$ cat src/xlat_check_pkg.sv
// package of constants for the translated-request fault checker
// assumes a single 125 MHz clock domain and an APB register port
package xlat_check_pkg;

  // address type encodings of the request header
  localparam logic [1:0] ADDR_TYPE_UNTRANSLATED = 2'h0;
  localparam logic [1:0] ADDR_TYPE_XLAT_REQUEST = 2'h1;
  localparam logic [1:0] ADDR_TYPE_TRANSLATED   = 2'h2;

  // fault reason codes
  localparam logic [7:0] FR_NONE          = 8'h00;
  localparam logic [7:0] FR_ROOT_ABSENT   = 8'h01;
  localparam logic [7:0] FR_CTX_ABSENT    = 8'h02;
  localparam logic [7:0] FR_CTX_BADPROG   = 8'h03;
  localparam logic [7:0] FR_ROOT_FETCH    = 8'h08;
  localparam logic [7:0] FR_CTX_FETCH     = 8'h09;
  localparam logic [7:0] FR_ROOT_RSVD     = 8'h0a;
  localparam logic [7:0] FR_CTX_RSVD      = 8'h0b;
  localparam logic [7:0] FR_CTX_BLOCKED   = 8'h0d;

  // translation type encodings that pass requests without a process id
  localparam logic [1:0] TT_LEGACY_PASS   = 2'h1;
  localparam logic [2:0] TT_EXT_PASS_A    = 3'h1;
  localparam logic [2:0] TT_EXT_PASS_B    = 3'h5;

  // interrupt window: address bits 31:20, upper 32 bits zero
  localparam logic [11:0] IRQ_WINDOW_TAG  = 12'hfee;

  // completion status codes
  localparam logic [1:0] CPL_SUCCESS      = 2'h0;
  localparam logic [1:0] CPL_UNSUPPORTED  = 2'h1;

  // register byte offsets
  localparam logic [7:0] OFS_CTRL         = 8'h00;
  localparam logic [7:0] OFS_STATUS       = 8'h04;
  localparam logic [7:0] OFS_MASK         = 8'h08;
  localparam logic [7:0] OFS_LAST_FAULT   = 8'h0c;
  localparam logic [7:0] OFS_FAULT_COUNT  = 8'h10;

  // reset values
  localparam logic [31:0] CTRL_RESET      = 32'h0000_0001;
  localparam logic [31:0] MASK_RESET      = 32'h0000_0000;

  // supported address width codes, one bit per code (arbitrary choice)
  localparam logic [7:0] AW_SUPPORTED     = 8'h0e;

  // status bit positions
  localparam int STS_NRFAULT   = 0;
  localparam int STS_GRANT_LIM = 1;
  localparam int STS_IRQ_WIN   = 2;

  // latency of the check pipeline, cycles from request to answer
  localparam int CHECK_LATENCY = 1;

endpackage

$ cat src/fault_counter.sv
// saturating event counter for raised non-recoverable faults
// assumes pulses arrive on clk and clear comes from the register block
module fault_counter (
  // clock and reset
  input  wire logic        clk,
  input  wire logic        srst,
  // events
  input  wire logic        evt,
  input  wire logic        clr,
  // count
  output logic [15:0]      count
);

  logic [15:0] count_ff; // running total

  // a clear with an event loads one so no fault goes uncounted
  always_ff @(posedge clk) begin
    if (srst) begin
      count_ff <= 16'h0000;
    end else if (evt) begin
      count_ff <= (clr) ? 16'h0001 : ((&count_ff) ? count_ff : count_ff + 16'h0001);
    end else if (clr) begin
      count_ff <= 16'h0000;
    end
  end

  assign count = count_ff;

endmodule

$ cat src/apb_regs.sv
// apb slave for control, sticky status, mask and fault readback
// assumes zero-wait answers; unmapped reads return zero, pslverr set
module apb_regs (
  // clock and reset
  input  wire logic        clk,
  input  wire logic        srst,
  // apb
  input  wire logic        psel,
  input  wire logic        penable,
  input  wire logic        pwrite,
  input  wire logic [7:0]  paddr,
  input  wire logic [31:0] pwdata,
  output logic [31:0]      prdata,
  output logic             pready,
  output logic             pslverr,
  // block side
  input  wire logic [2:0]  events,
  input  wire logic [7:0]  lastFault,
  input  wire logic [15:0] faultCount,
  output logic             enable,
  output logic             cntClr,
  output logic             irq
);

  logic [31:0] ctrl_ff;   // bit0 checker enable
  logic [2:0]  status_ff; // sticky events
  logic [2:0]  mask_ff;   // interrupt enables
  logic [31:0] prdata_ff; // registered read data
  logic        pslverr_ff;
  logic        irq_ff;
  logic        clr_ff;
  logic        wr;
  logic        mapped;

  assign wr = psel & penable & pwrite;
  assign mapped = (paddr == xlat_check_pkg::OFS_CTRL) | (paddr == xlat_check_pkg::OFS_STATUS) |
                  (paddr == xlat_check_pkg::OFS_MASK) | (paddr == xlat_check_pkg::OFS_LAST_FAULT) |
                  (paddr == xlat_check_pkg::OFS_FAULT_COUNT);

  // control and mask writes
  always_ff @(posedge clk) begin
    if (srst) begin
      ctrl_ff <= xlat_check_pkg::CTRL_RESET;
      mask_ff <= xlat_check_pkg::MASK_RESET[2:0];
      clr_ff  <= 1'b0;
    end else begin
      clr_ff <= wr & (paddr == xlat_check_pkg::OFS_FAULT_COUNT);
      if (wr && paddr == xlat_check_pkg::OFS_CTRL) begin
        ctrl_ff <= {31'h0, pwdata[0]};
      end
      if (wr && paddr == xlat_check_pkg::OFS_MASK) begin
        mask_ff <= pwdata[2:0];
      end
    end
  end

  // sticky status, write one clears, a new event wins over the clear
  always_ff @(posedge clk) begin
    if (srst) begin
      status_ff <= 3'h0;
    end else if (wr && paddr == xlat_check_pkg::OFS_STATUS) begin
      status_ff <= (status_ff & ~pwdata[2:0]) | events;
    end else begin
      status_ff <= status_ff | events;
    end
  end

  // read mux and answer; access phase always completes in one cycle
  always_ff @(posedge clk) begin
    if (srst) begin
      prdata_ff  <= 32'h0000_0000;
      pslverr_ff <= 1'b0;
    end else begin
      pslverr_ff <= psel & ~penable & ~mapped;
      if (psel && !penable) begin
        unique case (paddr)
          xlat_check_pkg::OFS_CTRL:        prdata_ff <= ctrl_ff;
          xlat_check_pkg::OFS_STATUS:      prdata_ff <= {29'h0, status_ff};
          xlat_check_pkg::OFS_MASK:        prdata_ff <= {29'h0, mask_ff};
          xlat_check_pkg::OFS_LAST_FAULT:  prdata_ff <= {24'h0, lastFault};
          xlat_check_pkg::OFS_FAULT_COUNT: prdata_ff <= {16'h0, faultCount};
          default:                         prdata_ff <= 32'h0000_0000;
        endcase
      end
    end
  end

  // level interrupt from unmasked sticky bits
  always_ff @(posedge clk) begin
    if (srst) begin
      irq_ff <= 1'b0;
    end else begin
      irq_ff <= |((status_ff | events) & mask_ff);
    end
  end

  assign prdata  = prdata_ff;
  assign pready  = 1'b1;
  assign pslverr = pslverr_ff; // loaded at setup, so it stands in the access phase
  assign enable  = ctrl_ff[0];
  assign cntClr  = clr_ff;
  assign irq     = irq_ff;

endmodule

$ cat src/xlat_fault_check.sv
// top of the translated-request fault checker
// assumes table-walk results arrive with the request from an upstream walker
//
// Notes on behaviour
// - address type 10b means already translated
// - root absent gives reason 1h, non-qualified
// - context absent gives reason 2h
// - bad context programming gives qualified 3h
// - bad width, mismatch, unsupported type give 3h
// - root fetch error gives reason 8h
// - context fetch error gives non-qualified 9h
// - root reserved bits nonzero give Ah
// - context reserved bits nonzero give Bh
// - blocking translation type gives qualified Dh
// - device caches use only successful completions
// - recoverable translation faults answer success, limited
// - interrupt window grants write and untranslated only
module xlat_fault_check (
  // clock and reset
  input  wire logic        clk,
  input  wire logic        srst,
  // apb register port
  input  wire logic        psel,
  input  wire logic        penable,
  input  wire logic        pwrite,
  input  wire logic [7:0]  paddr,
  input  wire logic [31:0] pwdata,
  output logic [31:0]      prdata,
  output logic             pready,
  output logic             pslverr,
  // incoming request with its walk results
  input  wire logic        reqValid,
  input  wire logic [1:0]  addressTypeField,
  input  wire logic [63:0] reqAddr,
  input  wire logic        extendedMode,
  input  wire logic        rootFetchErr,
  input  wire logic        rootPresent,
  input  wire logic        lowerHalfPresentBit,
  input  wire logic        upperHalfPresentBit,
  input  wire logic        rootRsvdNonzero,
  input  wire logic        ctxFetchErr,
  input  wire logic        ctxPresent,
  input  wire logic        ctxRsvdNonzero,
  input  wire logic [2:0]  ctxTransType,
  input  wire logic [2:0]  addressWidthField,
  input  wire logic        recoverableCond,
  // answer
  output logic             cplValid,
  output logic [1:0]      cplStatus,
  output logic             fwdValid,
  output logic [63:0]      fwdAddr,
  output logic             faultValid,
  output logic [7:0]       faultReason,
  output logic             faultQualified,
  output logic             xlatValid,
  output logic [3:0]       xlatPerm,
  output logic             irq
);

  // check stage signals
  logic        enable;       // checker enable from control
  logic        cntClr;       // counter clear pulse
  logic [15:0] faultCount;   // running fault total
  logic [7:0]  reason;       // combinational reason
  logic        qualified;    // combinational qualified attribute
  logic        isTranslated; // request carries a host address
  logic        isXlatReq;    // request asks for a translation
  logic        inIrqWindow;  // address within the interrupt window
  logic        badProg;      // invalid context programming
  logic        blocked;      // context blocks requests without process id
  logic        rootAbsent;   // root not present; in extended mode neither half present
  logic [2:0]  events;       // status events

  logic        cplValid_ff;
  logic [1:0]  cplStatus_ff;
  logic        fwdValid_ff;
  logic [63:0] fwdAddr_ff;
  logic        faultValid_ff;
  logic [7:0]  faultReason_ff;
  logic        faultQual_ff;
  logic        xlatValid_ff;
  logic [3:0]  xlatPerm_ff;
  logic [7:0]  lastFault_ff;  // most recent reason for readback

  // request class decode
  assign isTranslated = reqValid & enable &
                        (addressTypeField == xlat_check_pkg::ADDR_TYPE_TRANSLATED);
  assign isXlatReq    = reqValid & enable &
                        (addressTypeField == xlat_check_pkg::ADDR_TYPE_XLAT_REQUEST);
  assign inIrqWindow  = (reqAddr[31:20] == xlat_check_pkg::IRQ_WINDOW_TAG) &
                        (reqAddr[63:32] == 32'h0000_0000);

  // in extended mode either half present counts, else the single bit
  assign rootAbsent = extendedMode ? ~(lowerHalfPresentBit | upperHalfPresentBit)
                                   : ~rootPresent;

  // width unsupported or type not implemented; type 3 / 7 never exist, width
  // code 1 is inconsistent with type 2
  assign badProg = ~xlat_check_pkg::AW_SUPPORTED[addressWidthField] |
                   (extendedMode ? (ctxTransType == 3'h3 || ctxTransType == 3'h7)
                                 : (ctxTransType[2] | (ctxTransType[1:0] == 2'h3))) |
                   ((ctxTransType[1:0] == 2'h2) & (addressWidthField == 3'h1));

  assign blocked = extendedMode ?
                   (ctxTransType != xlat_check_pkg::TT_EXT_PASS_A &&
                    ctxTransType != xlat_check_pkg::TT_EXT_PASS_B)
                 : (ctxTransType[1:0] != xlat_check_pkg::TT_LEGACY_PASS);

  // priority follows walk order: root fetch, root entry, context fetch,
  // context entry; the first failing step hides the later ones
  always_comb begin
    reason    = xlat_check_pkg::FR_NONE;
    qualified = 1'b0;
    if (rootFetchErr) begin
      reason = xlat_check_pkg::FR_ROOT_FETCH;
    end else if (rootAbsent) begin
      reason = xlat_check_pkg::FR_ROOT_ABSENT;
    end else if (rootRsvdNonzero) begin
      reason = xlat_check_pkg::FR_ROOT_RSVD;
    end else if (ctxFetchErr) begin
      reason = xlat_check_pkg::FR_CTX_FETCH;
    end else if (!ctxPresent) begin
      reason = xlat_check_pkg::FR_CTX_ABSENT;
    end else if (ctxRsvdNonzero) begin
      reason = xlat_check_pkg::FR_CTX_RSVD;
    end else if (badProg) begin
      reason    = xlat_check_pkg::FR_CTX_BADPROG;
      qualified = 1'b1;
    end else if (blocked) begin
      reason    = xlat_check_pkg::FR_CTX_BLOCKED;
      qualified = 1'b1;
    end
  end

  // completion path: fault gives unsupported request and no forward
  always_ff @(posedge clk) begin
    if (srst) begin
      cplValid_ff  <= 1'b0;
      cplStatus_ff <= xlat_check_pkg::CPL_SUCCESS;
      fwdValid_ff  <= 1'b0;
      fwdAddr_ff   <= 64'h0;
    end else begin
      cplValid_ff  <= (isTranslated & (reason != xlat_check_pkg::FR_NONE)) | isXlatReq;
      cplStatus_ff <= (isTranslated && reason != xlat_check_pkg::FR_NONE) ?
                      xlat_check_pkg::CPL_UNSUPPORTED : xlat_check_pkg::CPL_SUCCESS;
      fwdValid_ff  <= isTranslated & (reason == xlat_check_pkg::FR_NONE);
      fwdAddr_ff   <= reqAddr;
    end
  end

  // fault report path, one pulse per faulting translated request
  always_ff @(posedge clk) begin
    if (srst) begin
      faultValid_ff  <= 1'b0;
      faultReason_ff <= xlat_check_pkg::FR_NONE;
      faultQual_ff   <= 1'b0;
      lastFault_ff   <= xlat_check_pkg::FR_NONE;
    end else begin
      faultValid_ff <= isTranslated & (reason != xlat_check_pkg::FR_NONE);
      if (isTranslated && reason != xlat_check_pkg::FR_NONE) begin
        faultReason_ff <= reason;
        faultQual_ff   <= qualified;
        lastFault_ff   <= reason;
      end
    end
  end

  // translation completions: permissions {read, write, untranslated, priv};
  // recoverable conditions never raise a fault; outside the interrupt window they grant nothing
  always_ff @(posedge clk) begin
    if (srst) begin
      xlatValid_ff <= 1'b0;
      xlatPerm_ff  <= 4'h0;
    end else begin
      xlatValid_ff <= isXlatReq;
      if (isXlatReq) begin
        if (inIrqWindow) begin
          xlatPerm_ff <= 4'h6;
        end else if (recoverableCond) begin
          xlatPerm_ff <= 4'h0;
        end else begin
          xlatPerm_ff <= 4'he;
        end
      end
    end
  end

  assign events = {isXlatReq & inIrqWindow,
                   isXlatReq & recoverableCond & ~inIrqWindow,
                   isTranslated & (reason != xlat_check_pkg::FR_NONE)};

  // register block
  apb_regs u_regs (
    .clk        (clk),
    .srst       (srst),
    .psel       (psel),
    .penable    (penable),
    .pwrite     (pwrite),
    .paddr      (paddr),
    .pwdata     (pwdata),
    .prdata     (prdata),
    .pready     (pready),
    .pslverr    (pslverr),
    .events     (events),
    .lastFault  (lastFault_ff),
    .faultCount (faultCount),
    .enable     (enable),
    .cntClr     (cntClr),
    .irq        (irq)
  );

  // fault total
  fault_counter u_cnt (
    .clk   (clk),
    .srst  (srst),
    .evt   (events[0]),
    .clr   (cntClr),
    .count (faultCount)
  );

  assign cplValid       = cplValid_ff;
  assign cplStatus      = cplStatus_ff;
  assign fwdValid       = fwdValid_ff;
  assign fwdAddr        = fwdAddr_ff;
  assign faultValid     = faultValid_ff;
  assign faultReason    = faultReason_ff;
  assign faultQualified = faultQual_ff;
  assign xlatValid      = xlatValid_ff;
  assign xlatPerm       = xlatPerm_ff;

  // a root fetch error on a translated request is reported as 8h
  AST_ROOT_FETCH: assert property (@(posedge clk) disable iff (srst)
    isTranslated && rootFetchErr |=> faultValid && faultReason == 8'h08 && !faultQualified)
    else $error("root fetch error not reported as 8h");

  // root absent without fetch error gives 1h
  AST_ROOT_ABSENT: assert property (@(posedge clk) disable iff (srst)
    isTranslated && !rootFetchErr && rootAbsent |=> faultReason == 8'h01 && faultValid)
    else $error("absent root not reported as 1h");

  // context reserved bits give Bh when earlier steps pass
  AST_CTX_RSVD: assert property (@(posedge clk) disable iff (srst)
    isTranslated && !rootFetchErr && !rootAbsent && !rootRsvdNonzero && !ctxFetchErr &&
    ctxPresent && ctxRsvdNonzero |=> faultReason == 8'h0b)
    else $error("context reserved fault not Bh");

  // blocking type alone gives qualified Dh
  AST_BLOCKED: assert property (@(posedge clk) disable iff (srst)
    isTranslated && reason == 8'h0d |=> faultValid && faultQualified && faultReason == 8'h0d)
    else $error("blocking context not qualified Dh");

  // faulting translated request completes unsupported and is not forwarded
  AST_UR_NOFWD: assert property (@(posedge clk) disable iff (srst)
    faultValid |-> cplValid && cplStatus == 2'h1 && !fwdValid)
    else $error("faulted request forwarded or not unsupported");

  // clean translated request is forwarded with its address
  AST_FWD_CLEAN: assert property (@(posedge clk) disable iff (srst)
    isTranslated && reason == 8'h00 |=> fwdValid && fwdAddr == $past(reqAddr) && !cplValid)
    else $error("clean translated request not forwarded");

  // recoverable conditions answer success with no permissions and no fault
  AST_RECOVERABLE: assert property (@(posedge clk) disable iff (srst)
    isXlatReq && recoverableCond && !inIrqWindow |=>
    xlatValid && xlatPerm == 4'h0 && cplStatus == 2'h0 && !faultValid)
    else $error("recoverable condition not a limited success");

  // interrupt window grants write and untranslated only
  AST_IRQ_WINDOW: assert property (@(posedge clk) disable iff (srst)
    isXlatReq && inIrqWindow |=> xlatValid && cplValid && xlatPerm == 4'h6)
    else $error("interrupt window grant wrong");

  // bad programming outranks blocking and is qualified 3h
  AST_BADPROG: assert property (@(posedge clk) disable iff (srst)
    isTranslated && reason == 8'h03 |=> faultQualified && faultReason == 8'h03)
    else $error("invalid programming not qualified 3h");

endmodule

$ cat config.mk
export PLATFORM = sky130hd
export DESIGN_NAME = xlat_fault_check
export DESIGN_NICKNAME = d
export VERILOG_FILES = /design/src/xlat_check_pkg.sv /design/src/fault_counter.sv /design/src/apb_regs.sv /design/src/xlat_fault_check.sv
export SDC_FILE = /design/constraint.sdc
export NUM_CORES = 1
export LEC_CHECK = 0
export ABC_AREA = 1
export BUFFER_PORTS_ARGS = -buffer_cell sky130_fd_sc_hd__buf_4
export CAP_MARGIN = 40
export CORE_ASPECT_RATIO = 1.1
export CORE_UTILIZATION = 41
export CTS_CLUSTER_SIZE = 40
export DETAILED_ROUTE_END_ITERATION = 6
export PLACE_DENSITY = 0.81
export RECOVER_POWER = 50
export SYNTH_ARGS = -nofsm -noshare
export SYNTH_HDL_FRONTEND = slang
export SYNTH_SLANG_ARGS = --single-unit
export TNS_END_PERCENT = 20
$ cat constraint.sdc
create_clock -name clk -period 2.15 [get_ports clk]
set_clock_uncertainty 0.15 [all_clocks]
set_input_delay 0.43 -clock clk [delete_from_list [all_inputs] [get_ports clk]]
set_output_delay 0.43 -clock clk [all_outputs]
set_load 0.05 [all_outputs]
## Word level (Yosys, flattened, before mapping)

Memories as Yosys holds them, arrays and structs flattened.
Index checks and enable logic that the tools add are counted.
W data, S select, Z words.

| operators by class | value |
|---|---|
| add/subtract/negate cells | 1 |
| order comparisons | 1 |
| bitwise gates (word level) | 35 |
| mux-type cells | 29 |
| equal/unequal tests | 16 |
| reductions and logical operators | 16 |

Operators with widths:

| kind | number |
|---|---|
| $pmux W16 S5 | 1 |
| $mux W16 | 4 |
| $mux W4 | 10 |
| $logic_not A32 Y1 | 1 |
| $add A16 B1 Y16 const B | 1 |
| $eq A8 B4 Y1 const B | 2 |
| $logic_not A8 Y1 | 2 |
| $reduce_and A16 Y1 | 1 |
| $and A1 B1 Y1 | 15 |
| $mux W1 | 13 |
| $eq A12 B12 Y1 const B | 1 |
| $or A1 B1 Y1 | 9 |
| $eq A8 B3 Y1 const B | 1 |
| $eq A8 B5 Y1 const B | 1 |
| $reduce_bool A8 Y1 | 1 |
| $and A3 B3 Y3 | 2 |
| $eq A2 B2 Y1 const B | 3 |
| $logic_and A1 B1 Y1 | 6 |
| $not A1 Y1 | 6 |
| $or A3 B3 Y3 | 2 |
| $lt A3 B4 Y1 const B | 1 |
| $eq A3 B1 Y1 const B | 1 |
| $eq A3 B2 Y1 const B | 1 |
| $eq A3 B3 Y1 const B | 1 |
| other kinds (12) | 12 |

| storage, ports and cells | value |
|---|---|
| flip-flop bits (word level) | 141 |
| memory bits (read-only) | 8 |
| bits of input ports | 128 |
| logic and storage cells | 116 |
| memories | 1 |

Memories:

| memory | depth | width | rd ports | clocked after Yosys merged registers in | wr ports | RTL line | source |
|---|---|---|---|---|---|---|---|
| (no name shown) | 8 | 1 | 1 | 0 | 0 | xlat_fault_check.sv:99 | `assign badProg = ~xlat_check_pkg::AW_SUPPORTED[addressWidthField] \|` |

## Depth between registers and ports, before layout

Gate-level depths: netlist (run 1).

| depth | value |
|---|---|
| word-level depth | 17 |
| depth in mapped cells | 15 |
| mapped depth without buffers | 15 |

## By module

A second synthesis (run 1) with hierarchy kept.

| second synthesis, totals | value |
|---|---|
| cells, all modules | 700 |
| area total of the unflattened synthesis | 5197.5 um^2 |

Modules (own cells, without submodules):

| module | instances | area an instance (um^2) | cells an instance |
|---|---|---|---|
| xlat_fault_check | 1 | 2633.8 | 320 |
| apb_regs | 1 | 1500.2 | 206 |
| fault_counter | 1 | 1063.5 | 174 |

## Worst setup path after synthesis (run 1)

No wires, ideal clock.

| path | value |
|---|---|
| kind | register -> register |
| start | reg u_cnt.count_ff[0] (netlist: u_cnt.count[0]) |
| end | reg u_cnt.count_ff[7] (netlist: u_cnt.count[7]) |
| path buffers | 1 |
| cell stages (with the launch flop) | 15 |
| required time | 1.929 ns |
| arrival time | 1.818 ns |
| library setup time | 0.071 ns |
| slack | 0.112 ns |
| cells stage by stage | dfxtp_1 > ha_1 > nand2_2 > nor2_4 > nand3_4 > nor2_4 > nand3_2 > nor2_2 > nand2_2 > nor2_2 > nand2_2 > nand3_4 > buf_12 > nand3_1 > a21oi_1 |

| between the ends | value |
|---|---|
| word-level cells in the longest chain between the ends | 4 |
| elaborated cells on any way between the ends | 7 |
| those cells by class | 1 x add/sub; 1 x eq/ne; 3 x mux; 2 x reduce/logical |

Ends and longest elaborated chain:

| what | RTL line | source |
|---|---|---|
| start: declaration | fault_counter.sv:14 | `logic [15:0] count_ff;` |
| start signal: assignment | fault_counter.sv:21 | `count_ff <= (clr) ? 16'h0001 : ((&count_ff) ? count_ff : count_ff + 16'h0001);` |
| $add A16 B1 Y16 | fault_counter.sv:21 |  |
| $mux W16 (2 in a row) | fault_counter.sv:21 |  |
| $mux W16 | fault_counter.sv:20 | `end else if (evt) begin` |

Several ways; a longest one is shown, not always the timed one. The select of a mux whose other input is x is not followed.
A chain may end at the register's enable or synchronous reset.

## Worst setup path in the final report (run 1)

| path | value |
|---|---|
| start | reg u_cnt.count_ff[1] (netlist: u_cnt.count[1]) |
| end | reg u_cnt.count_ff[1] (netlist: u_cnt.count[1]) |

The elaborated chain is that of the path after synthesis.

==> results.yml, run 1 <==
worst_setup_path:
  crit_required_ns: 2.34
  reg2reg_to: "u_cnt.count[1]"
  worstPathArrival_ns: 2.27
  reg2reg_slack_ns: 0.07
  setup.worst_path.start: "u_cnt.count[1]"
  crit_path_end: "u_cnt.count[1]"
  r2r_start: "u_cnt.count[1]"
  critPathLaunchType: "flip-flop"
  rr_worst_depth: 14
  end_kind: "flip-flop"
  critPathKind: "flip-flop to flip-flop"
  crit_fanout: 4
pwr:
  power.leakage_nw: 3.47
  p_total_mw: 5.92
  peakVddDrop_v: 0.000458
  p_per_area_nw_per_um2: 840
global_routing:
  grt_max_degree: 47
  grt_pass1_vias: 4380
  track_usage_pct: 21.3
  grt_pass1_wl_um: 20000
  grt-ovfl-total: 0
  antenna_found_initial: 0
layout:
  nFillCells: 1036
  stdcell_count: 1020
  nets: 986
  area_delta_synth_final_pct: 45.2
  antenna-diode-count: 0
  multi_input_area_um2: 1900
  post-route-util_pct: 61.3
  drive_above_1_share_pct: 28.6
  final_area_um2: 7050
  seq_area_um2: 2340
sta:
  hold_viol: 0
  max_freq_mhz: 481
  setup_ws_ns: 0.0710
  slew_headroom_pct: 49.6
  tightest_slew_ns: 0.756
  fin_crit_sh_pct: 96.7
  hold_slack_ns: 0.0720
  min_period_ns: 2.08
  finalSetupViolCount: 0
  fin_tns_setup_ns: 0
  drv_slew: 0
placement:
  dp_hpwl_um: 9770
  dp_slack_ns: 0.0311
  place_area_um2: 6440
  gp_congestion: 0.917
  port_buffers: 193
  dp_cells: 982
cts:
  clkLatencyLatePin_ns: 0.40
  numCtsBuffers: 17
  clk_path_buf_depth: 2
  cts_sinks: 117
  cts-root-buf: "clkbuf_16"
  postCtsHoldBufs: 0
  tritoncts: "built"
  cts.clk_slew.worst_paths_ns: 0.06
  htree_num_levels: 4
synth:
  yosysMostFrequentCell: "inv_1"
  synthFlopType: "dfxtp_1"
  ys_types: 35
  synthCells: 645
  synth_edf_count: 0
  synth_common_cells: "inv_1, dfxtp_1, nor2_1, nand2_1, nand3_1"
  async_flop_share_pct: 0
  avgSynthCellArea_um2: 7.52
  netlist_top_cells_area: "dfxtp_1, inv_1, nor2_1, nand2_1, buf_4"
  ys.warnings.count: 0
  yosys.area.top_type_share_pct: 48.3
  netlist_area_um2: 4850
  ys_ff_latch: 117
  yosysSeqAreaShare_pct: 48.3
  yosysTopAreaCell: "dfxtp_1"
routing:
  top_layer_used: "met4"
  viasPerCell: 4.75
  ant_nets: 0
  wl_met3_um: 1330
  vias: 4847
  dr_wl_met2_um: 6950
  wl_met1_um: 5050
  drt_pass1_iterations: 7
  drc: 1
  drt_iter0_drc: 307
  drt_wl_total_um: 13600
  wl_per_cell_um: 13.3
floorplanning:
  die-area_um2: 12300
  start_util_pct: 42.2
  fp.dieW_um: 106
  core_area_um2: 11500
  die_y_um: 116
  ios: 246
  rows: 41
min_path:
  hold_path_startpoint: "reqAddr[2]"
  hold_path_class: "primary input to flip-flop"
run:
  maxCapViolations: 0
run_status:
  violations: "design-rule violations"
  status: "finished with violations"
[timing repair]
item,4_1_cts,5_1_grt
endpoints found under the hold margin,0,0
gates resized for setup,0,13
setup endpoints to repair,0,16
buffers inserted,0,4
[area by class of cell]
class	instances	area share, %
Clock buffer	19	6.43
Clock inverter	13	2.08
Sequential cell	117	33.3
Multi-Input combinational cell	378	26.9
Tap cell	150	2.66
Inverter	127	6.76
Timing Repair Buffer	216	21.9
[how the worst min path moves through the flow]
stage                     cells past startpoint                  end  slack (ns)
after CTS                                     3           fwdAddr[2]        0.06
after global placement                        2     u_regs.prdata[2]        0.31
after global routing                          3           fwdAddr[4]        0.06
after floorplan                               2  u_regs.status_ff[0]        0.31
final                                         3           fwdAddr[2]        0.07
after detailed placement                      2     u_regs.prdata[2]        0.32
[power by group]
group / switching (mW) / leakage, nW / internal [mW]
registers: 0.0266 / 0.963 / 2.25
logic: 0.573 / 2.22 / 0.256
clock network: 1.04 / 0.291 / 1.78
total: 1.64 / 3.47 / 4.28
[kinds of logic after synthesis]
logic type	synth area share, %
xor gates and xnor gates	1.26
AOI/OAI and AO/OA	8.74
buffers and inverters	15.7
adders and majority gates	0.258
DFF	48.3
other	0.155
and+or+nand+nor	25.6
[worst max-delay path: stages (launching register included)]
cell     delay (ns)
dfxtp_2        0.36
ha_4           0.14
nand2_2        0.07
nor2_4         0.14
nand3_4        0.09
nor2_4         0.14
nand3_2        0.11
nor2_4         0.14
nand2_2        0.08
nor2_4         0.10
nand2_4        0.09
nand3_2        0.16
buf_4          0.13
nor2_1         0.03
nor2_1         0.08
[routing by layer]
metal	vias to the layer above	global-route usage, %
met2	274	37.5
li1	2406	-
met4	0	8.89
met3	35	7.70
met5	-	0
met1	2132	23.5
[cell usage in the layout, fill, tap and decap left out, types with 3 or more instances in the layout]
cell,netlist,final
nor2_1,112,112
inv_1,124,124
clkbuf_1,18,25
a21oi_1,28,27
dfxtp_1,117,115
conb_1,2,23
buf_4,25,188
or2_2,4,3
nor3_1,8,6
nor2_4,2,4
clkinv_4,0,3
nor4_1,3,3
o21ai_0,24,24
clkbuf_16,0,17
nand4_1,26,26
inv_6,0,4
nand2_1,66,66
xor2_1,7,7
o31ai_1,11,11
nand3_2,4,5
nand3_4,2,3
o22ai_1,4,4
nand3_1,37,37
[sequential cells by signal, summed over array words and instances, names as in the netlist, 2 cells and up]
| name | cells |
|---|---|
| fwdAddr | 64 |
| u_cnt.count | 16 |
| u_regs.prdata | 16 |
| lastFault_ff | 4 |
| u_regs.mask_ff | 3 |
| u_regs.status_ff | 3 |
| xlatPerm | 2 |
(Power assumes the default switching activity.)
==> run 2, diff against run 1 <==
==> constraint.sdc (replaced) <==
create_clock -name clk -period 2.15 [get_ports clk]
set_clock_uncertainty 0.15 [all_clocks]
set_input_delay 0.1075 -clock clk [delete_from_list [all_inputs] [get_ports clk]]
set_output_delay 0.1075 -clock clk [all_outputs]
set_load 0.05 [all_outputs]
==> results.yml, run 2 (same netlist as run 1, synthesis figures left out) <==
run_status:
  status: "finished with violations"
  violations: "negative setup slack"
cts:
  numCtsBuffers: 17
  htree_num_levels: 4
  clkLatencyLatePin_ns: 0.41
  cts-root-buf: "clkbuf_16"
  clk_path_buf_depth: 2
  cts_sinks: 117
  tritoncts: "built"
  cts.clk_slew.worst_paths_ns: 0.06
global_routing:
  grt-ovfl-total: 0
  track_usage_pct: 26.1
  grt_pass1_vias: 5274
  antenna_found_initial: 0
  grt_pass1_wl_um: 24800
  grt_max_degree: 45
sta:
  min_period_ns: 2.17
  slew_headroom_pct: 47.4
  max_freq_mhz: 461
  drv_slew: 0
  finalSetupViolCount: 1
  hold_slack_ns: 0.0114
  hold_viol: 0
  tightest_slew_ns: 0.788
  fin_crit_sh_pct: 101
  setup_ws_ns: -0.0204
layout:
  nFillCells: 958
  stdcell_count: 1097
  final_cell_mix: "buf_4, inv_1, dfxtp_1"
  area_delta_synth_final_pct: 56.8
  largest_register_ffs: 64
  nets: 1063
  antenna-diode-count: 0
  final_common_cell: "buf_4"
  drive_above_1_share_pct: 20.3
  final_area_um2: 7610
routing:
  wl_per_cell_um: 15.2
  drc: 0
  drt_pass1_iterations: 5
  drt_iter0_drc: 388
  drt_wl_total_um: 16600
  viasPerCell: 4.91
  ant_nets: 0
  vias: 5381
placement:
  gp_congestion: 0.916
  dp_hpwl_um: 10000
  port_buffers: 193
  place_area_um2: 6400
  dp_cells: 978
  dp_slack_ns: 0.00107
worst_setup_path:
  critPathKind: "flip-flop to flip-flop"
  critPathLaunchType: "flip-flop"
  crit_path_end: "u_cnt.count[5]"
  crit_required_ns: 2.32
  crit_fanout: 4
  r2r_start: "u_cnt.count[0]"
  setup.worst_path.start: "u_cnt.count[0]"
  worstPathArrival_ns: 2.34
  reg2reg_to: "u_cnt.count[5]"
  end_kind: "flip-flop"
  reg2reg_slack_ns: -0.02
  rr_worst_depth: 13
pwr:
  p_total_mw: 6.03
  power.leakage_nw: 3.54
  peakVddDrop_v: 0.000578
  p_per_area_nw_per_um2: 793
floorplanning:
  rows: 41
  ios: 246
  core_area_um2: 11500
  die-area_um2: 12300
  fp.dieW_um: 106
  start_util_pct: 42.2
  die_y_um: 116
min_path:
  hold_path_class: "primary input to flip-flop"
run:
  maxCapViolations: 0
-- run 2: changes by cell type in the layout (fill, tap and decap cells not counted), sizes merged --
cell,delta
buf,-61
clkbuf,+60
clkinv,+1
dlygate4sd3,+78
inv,-1
-- run 2: worst min path at each step --
stage	from	endpoint	slack (ns)	cells after the start
3_5_place_dp	reqAddr[4]	fwdAddr[4]	0.16	3
5_1_grt	reqValid	xlatValid	0.03	3
3_3_place_gp	reqAddr[1]	fwdAddr[1]	0.16	3
2_1_floorplan	reqAddr[0]	fwdAddr[0]	0.06	2
6_report	reqValid	xlatValid	0.01	3
4_1_cts	reqValid	xlatValid	0.004	3
-- run 2: per-stage QoR --
| stage | setup TNS [ns] | util (%) |
|---|---|---|
| 4_1_cts | 0 | 67.8 |
| 3_3_place_gp | 0 | 55.7 |
| 3_5_place_dp | 0 | 55.7 |
| 5_1_grt | -0.982 | 66.2 |
| 6_report | -0.0204 | 66.2 |
| 2_1_floorplan | 0 | - |
-- run 2: layout make-up --
class / count / area, µm² / share of cell area (%)
clock inverters: 13 / 149 / 1.96
repair buffers: 293 / 2080 / 27.3
multi-input cells: 378 / 1920 / 25.3
inverters: 127 / 477 / 6.26
well taps: 150 / 188 / 2.47
clock buffers: 19 / 453 / 5.95
flip-flops and latches: 117 / 2350 / 30.8
-- run 2: timing repair --
item | in CTS | in global routing
cloned | 1 | 1
hold buffers | 78 | 0
pin swaps | 0 | 5
resized for setup | 0 | 18
endpoints found under the hold margin | 87 | 0
buffers inserted | 0 | 7
setup endpoints to repair | 2 | 17
-- run 2: worst max-delay path, stage by stage (launching register included) --
cell	delay (ns)
dfxtp_2	0.36
ha_4	0.14
nand2_2	0.08
nor2_4	0.15
nand3_4	0.09
nor2_4	0.15
nand3_4	0.10
nor2_4	0.13
nand2_2	0.08
nor2_4	0.11
nand2_4	0.10
nand3_4	0.14
nand3_1	0.09
a21oi_1	0.21
-- run 2: metal layers --
metal | part of all wire, % | up-vias | track usage, %
li1 | - | 2565 | -
met5 | 0 | - | 0
met2 | 51 | 314 | 46.8
met1 | 36 | 2445 | 28.0
met4 | 3.3 | 0 | 12.7
met3 | 9.4 | 57 | 8.37
-- run 2: power breakdown --
group | switching (mW) | total, mW | internal, mW
clock | 1.05 | 2.83 | 1.78
sequential | 0.0275 | 2.28 | 2.25
combinational | 0.620 | 0.924 | 0.304
total | 1.70 | 6.03 | 4.33
==> run 3, diff against run 2 <==
--- a/config.mk
+++ b/config.mk
@@ -8,11 +8,13 @@
 export ABC_AREA = 1
 export BUFFER_PORTS_ARGS = -buffer_cell sky130_fd_sc_hd__buf_4
 export CAP_MARGIN = 40
+export CELL_PAD_IN_SITES_DETAIL_PLACEMENT = 1
+export CELL_PAD_IN_SITES_GLOBAL_PLACEMENT = 2
 export CORE_ASPECT_RATIO = 1.1
-export CORE_UTILIZATION = 41
+export CORE_UTILIZATION = 21
 export CTS_CLUSTER_SIZE = 40
 export DETAILED_ROUTE_END_ITERATION = 6
-export PLACE_DENSITY = 0.81
+export PLACE_DENSITY = 0.8
 export RECOVER_POWER = 50
 export SYNTH_ARGS = -nofsm -noshare
 export SYNTH_HDL_FRONTEND = slang
==> results.yml, run 3 (same netlist as run 1, synthesis figures left out) <==
run_status:
  status: "complete, no violations"
floorplanning:
  die_y_um: 161
  start_util_pct: 21.7
  core_area_um2: 22400
  die-area_um2: 23700
  rows: 57
  ios: 246
  fp.dieW_um: 147
cts:
  clk_path_buf_depth: 2
  htree_num_levels: 4
  cts.clk_slew.worst_paths_ns: 0.06
  tritoncts: "built"
  cts-root-buf: "clkbuf_16"
  numCtsBuffers: 17
  cts_sinks: 117
  clkLatencyLatePin_ns: 0.41
layout:
  final_common_cell: "inv_1"
  area_delta_synth_final_pct: 60.9
  antenna-diode-count: 0
  drive_above_1_share_pct: 20.2
  nets: 1066
  largest_register_ffs: 64
  final_area_um2: 7810
  final_cell_mix: "inv_1, buf_4, dfxtp_1"
min_path:
  hold_path_class: "primary input to flip-flop"
  hold_path_startpoint: "addressTypeField[1]"
placement:
  port_buffers: 193
  place_area_um2: 6670
  dp_hpwl_um: 12700
  gp_congestion: 0.834
routing:
  drt_iter0_drc: 155
  drt_wl_total_um: 17700
  drt_pass1_iterations: 4
  ant_nets: 0
  vias: 5125
  wl_per_cell_um: 14.2
  drc: 0
  viasPerCell: 4.12
sta:
  fin_tns_setup_ns: 0
  slew_headroom_pct: 52.4
  hold_slack_ns: 0.0213
  max_freq_mhz: 470
  fin_crit_sh_pct: 99.0
  hold_viol: 0
  min_period_ns: 2.13
  drv_slew: 0
  rsz0062_at_grt: "true"
  tightest_slew_ns: 0.717
  finalSetupViolCount: 0
worst_setup_path:
  rr_worst_depth: 14
  reg2reg_slack_ns: 0.02
  setup.worst_path.start: "u_cnt.count[1]"
  worstPathCellList: "ha_4, nand2_4, nor2_4, nand3_4, nor2_4, nand3_4, nor2_4, nand2_2, nor2_2, nand2_2, nand3_4, buf_12, nand3_1, a21oi_2"
  critPathKind: "flip-flop to flip-flop"
  crit_path_end: "u_cnt.count[5]"
  critPathLaunchType: "flip-flop"
  crit_fanout: 8
  cp_slowest_cell: "dfxtp_4"
  slowest_delay_ns: 0.36
  worstPathArrival_ns: 2.32
  reg2reg_to: "u_cnt.count[5]"
  r2r_start: "u_cnt.count[1]"
  end_kind: "flip-flop"
  crit_required_ns: 2.34
run:
  maxCapViolations: 0
pwr:
  peakVddDrop_v: 0.000502
  power.leakage_nw: 3.54
  p_per_area_nw_per_um2: 779
global_routing:
  top_usage_layer: "met2"
  grtUsageMet1_pct: 17.2
  grt_max_degree: 41
  grt_util_met3_pct: 5.25
  grt_pass1_wl_um: 28300
  antenna_found_initial: 0
  grt_pass1_vias: 5406
  track_usage_pct: 15.4
  grt-ovfl-total: 0
  use_met2_pct: 27.2
run 3: layer usage:
layer	routed length [µm]	part of all wire, %
met3	1380	7.8
met2	9010	51
met5	0	0
met4	206	1.2
met1	7080	40
run 3: final cells by class:
type                       instances  area (µm²)
inverter                         127         477
timing repair buffer             298        2100
multi-input combinational        376        1910
tap                              295         369
sequential                       117        2350
clock inverter                    13         146
clock buffer                      19         453
fill                            2778       14600
run 3: worst max-delay path: cells and delay by family (launching register included):
kind	cells	cell delay, ns
and+or+nand+nor	11	1.13
DFF	1	0.36
adders and majority gates	1	0.15
buffers and inverters	1	0.14
AOI/OAI and AO/OA	1	0.12
run 3: how the worst min path moves through the flow:
stage	endpoint	slack, ns	cells past startpoint
after floorplan	fwdAddr[0]	0.06	2
after global placement	fwdAddr[9]	0.16	3
after detailed placement	fwdAddr[1]	0.17	3
after CTS	faultQualified	0.04	6
after global routing	xlatValid	0.06	4
final	xlatValid	0.02	4
run 3: metrics by stage:
| stage | power (mW) | std cells | worst slack, ns | utilization, % |
|---|---|---|---|---|
| after global routing | 6.34 | 1245 | -0.112 | 34.9 |
| final | 6.08 | 1245 | 0.0217 | 34.9 |
| after CTS | 6.23 | 1240 | 0.0260 | 35.9 |
| after detailed placement | 3.18 | 1132 | 0.0381 | 29.8 |
| after global placement | 3.17 | 1132 | 0.0835 | 29.8 |
| after floorplan | 2.87 | 666 | 0.112 | - |
run 3: power breakdown:
part | switching [mW] | leakage [nW] | internal [mW]
combinational | 0.613 | 2.28 | 0.304
sequential | 0.0250 | 0.963 | 2.25
clock | 1.11 | 0.291 | 1.78
run 3: timing repair:
item	CTS	global route
setup endpoints to repair	0	19
buffers inserted	0	5
hold buffers	76	0
endpoints found under the hold margin	90	0
resized for setup	0	23
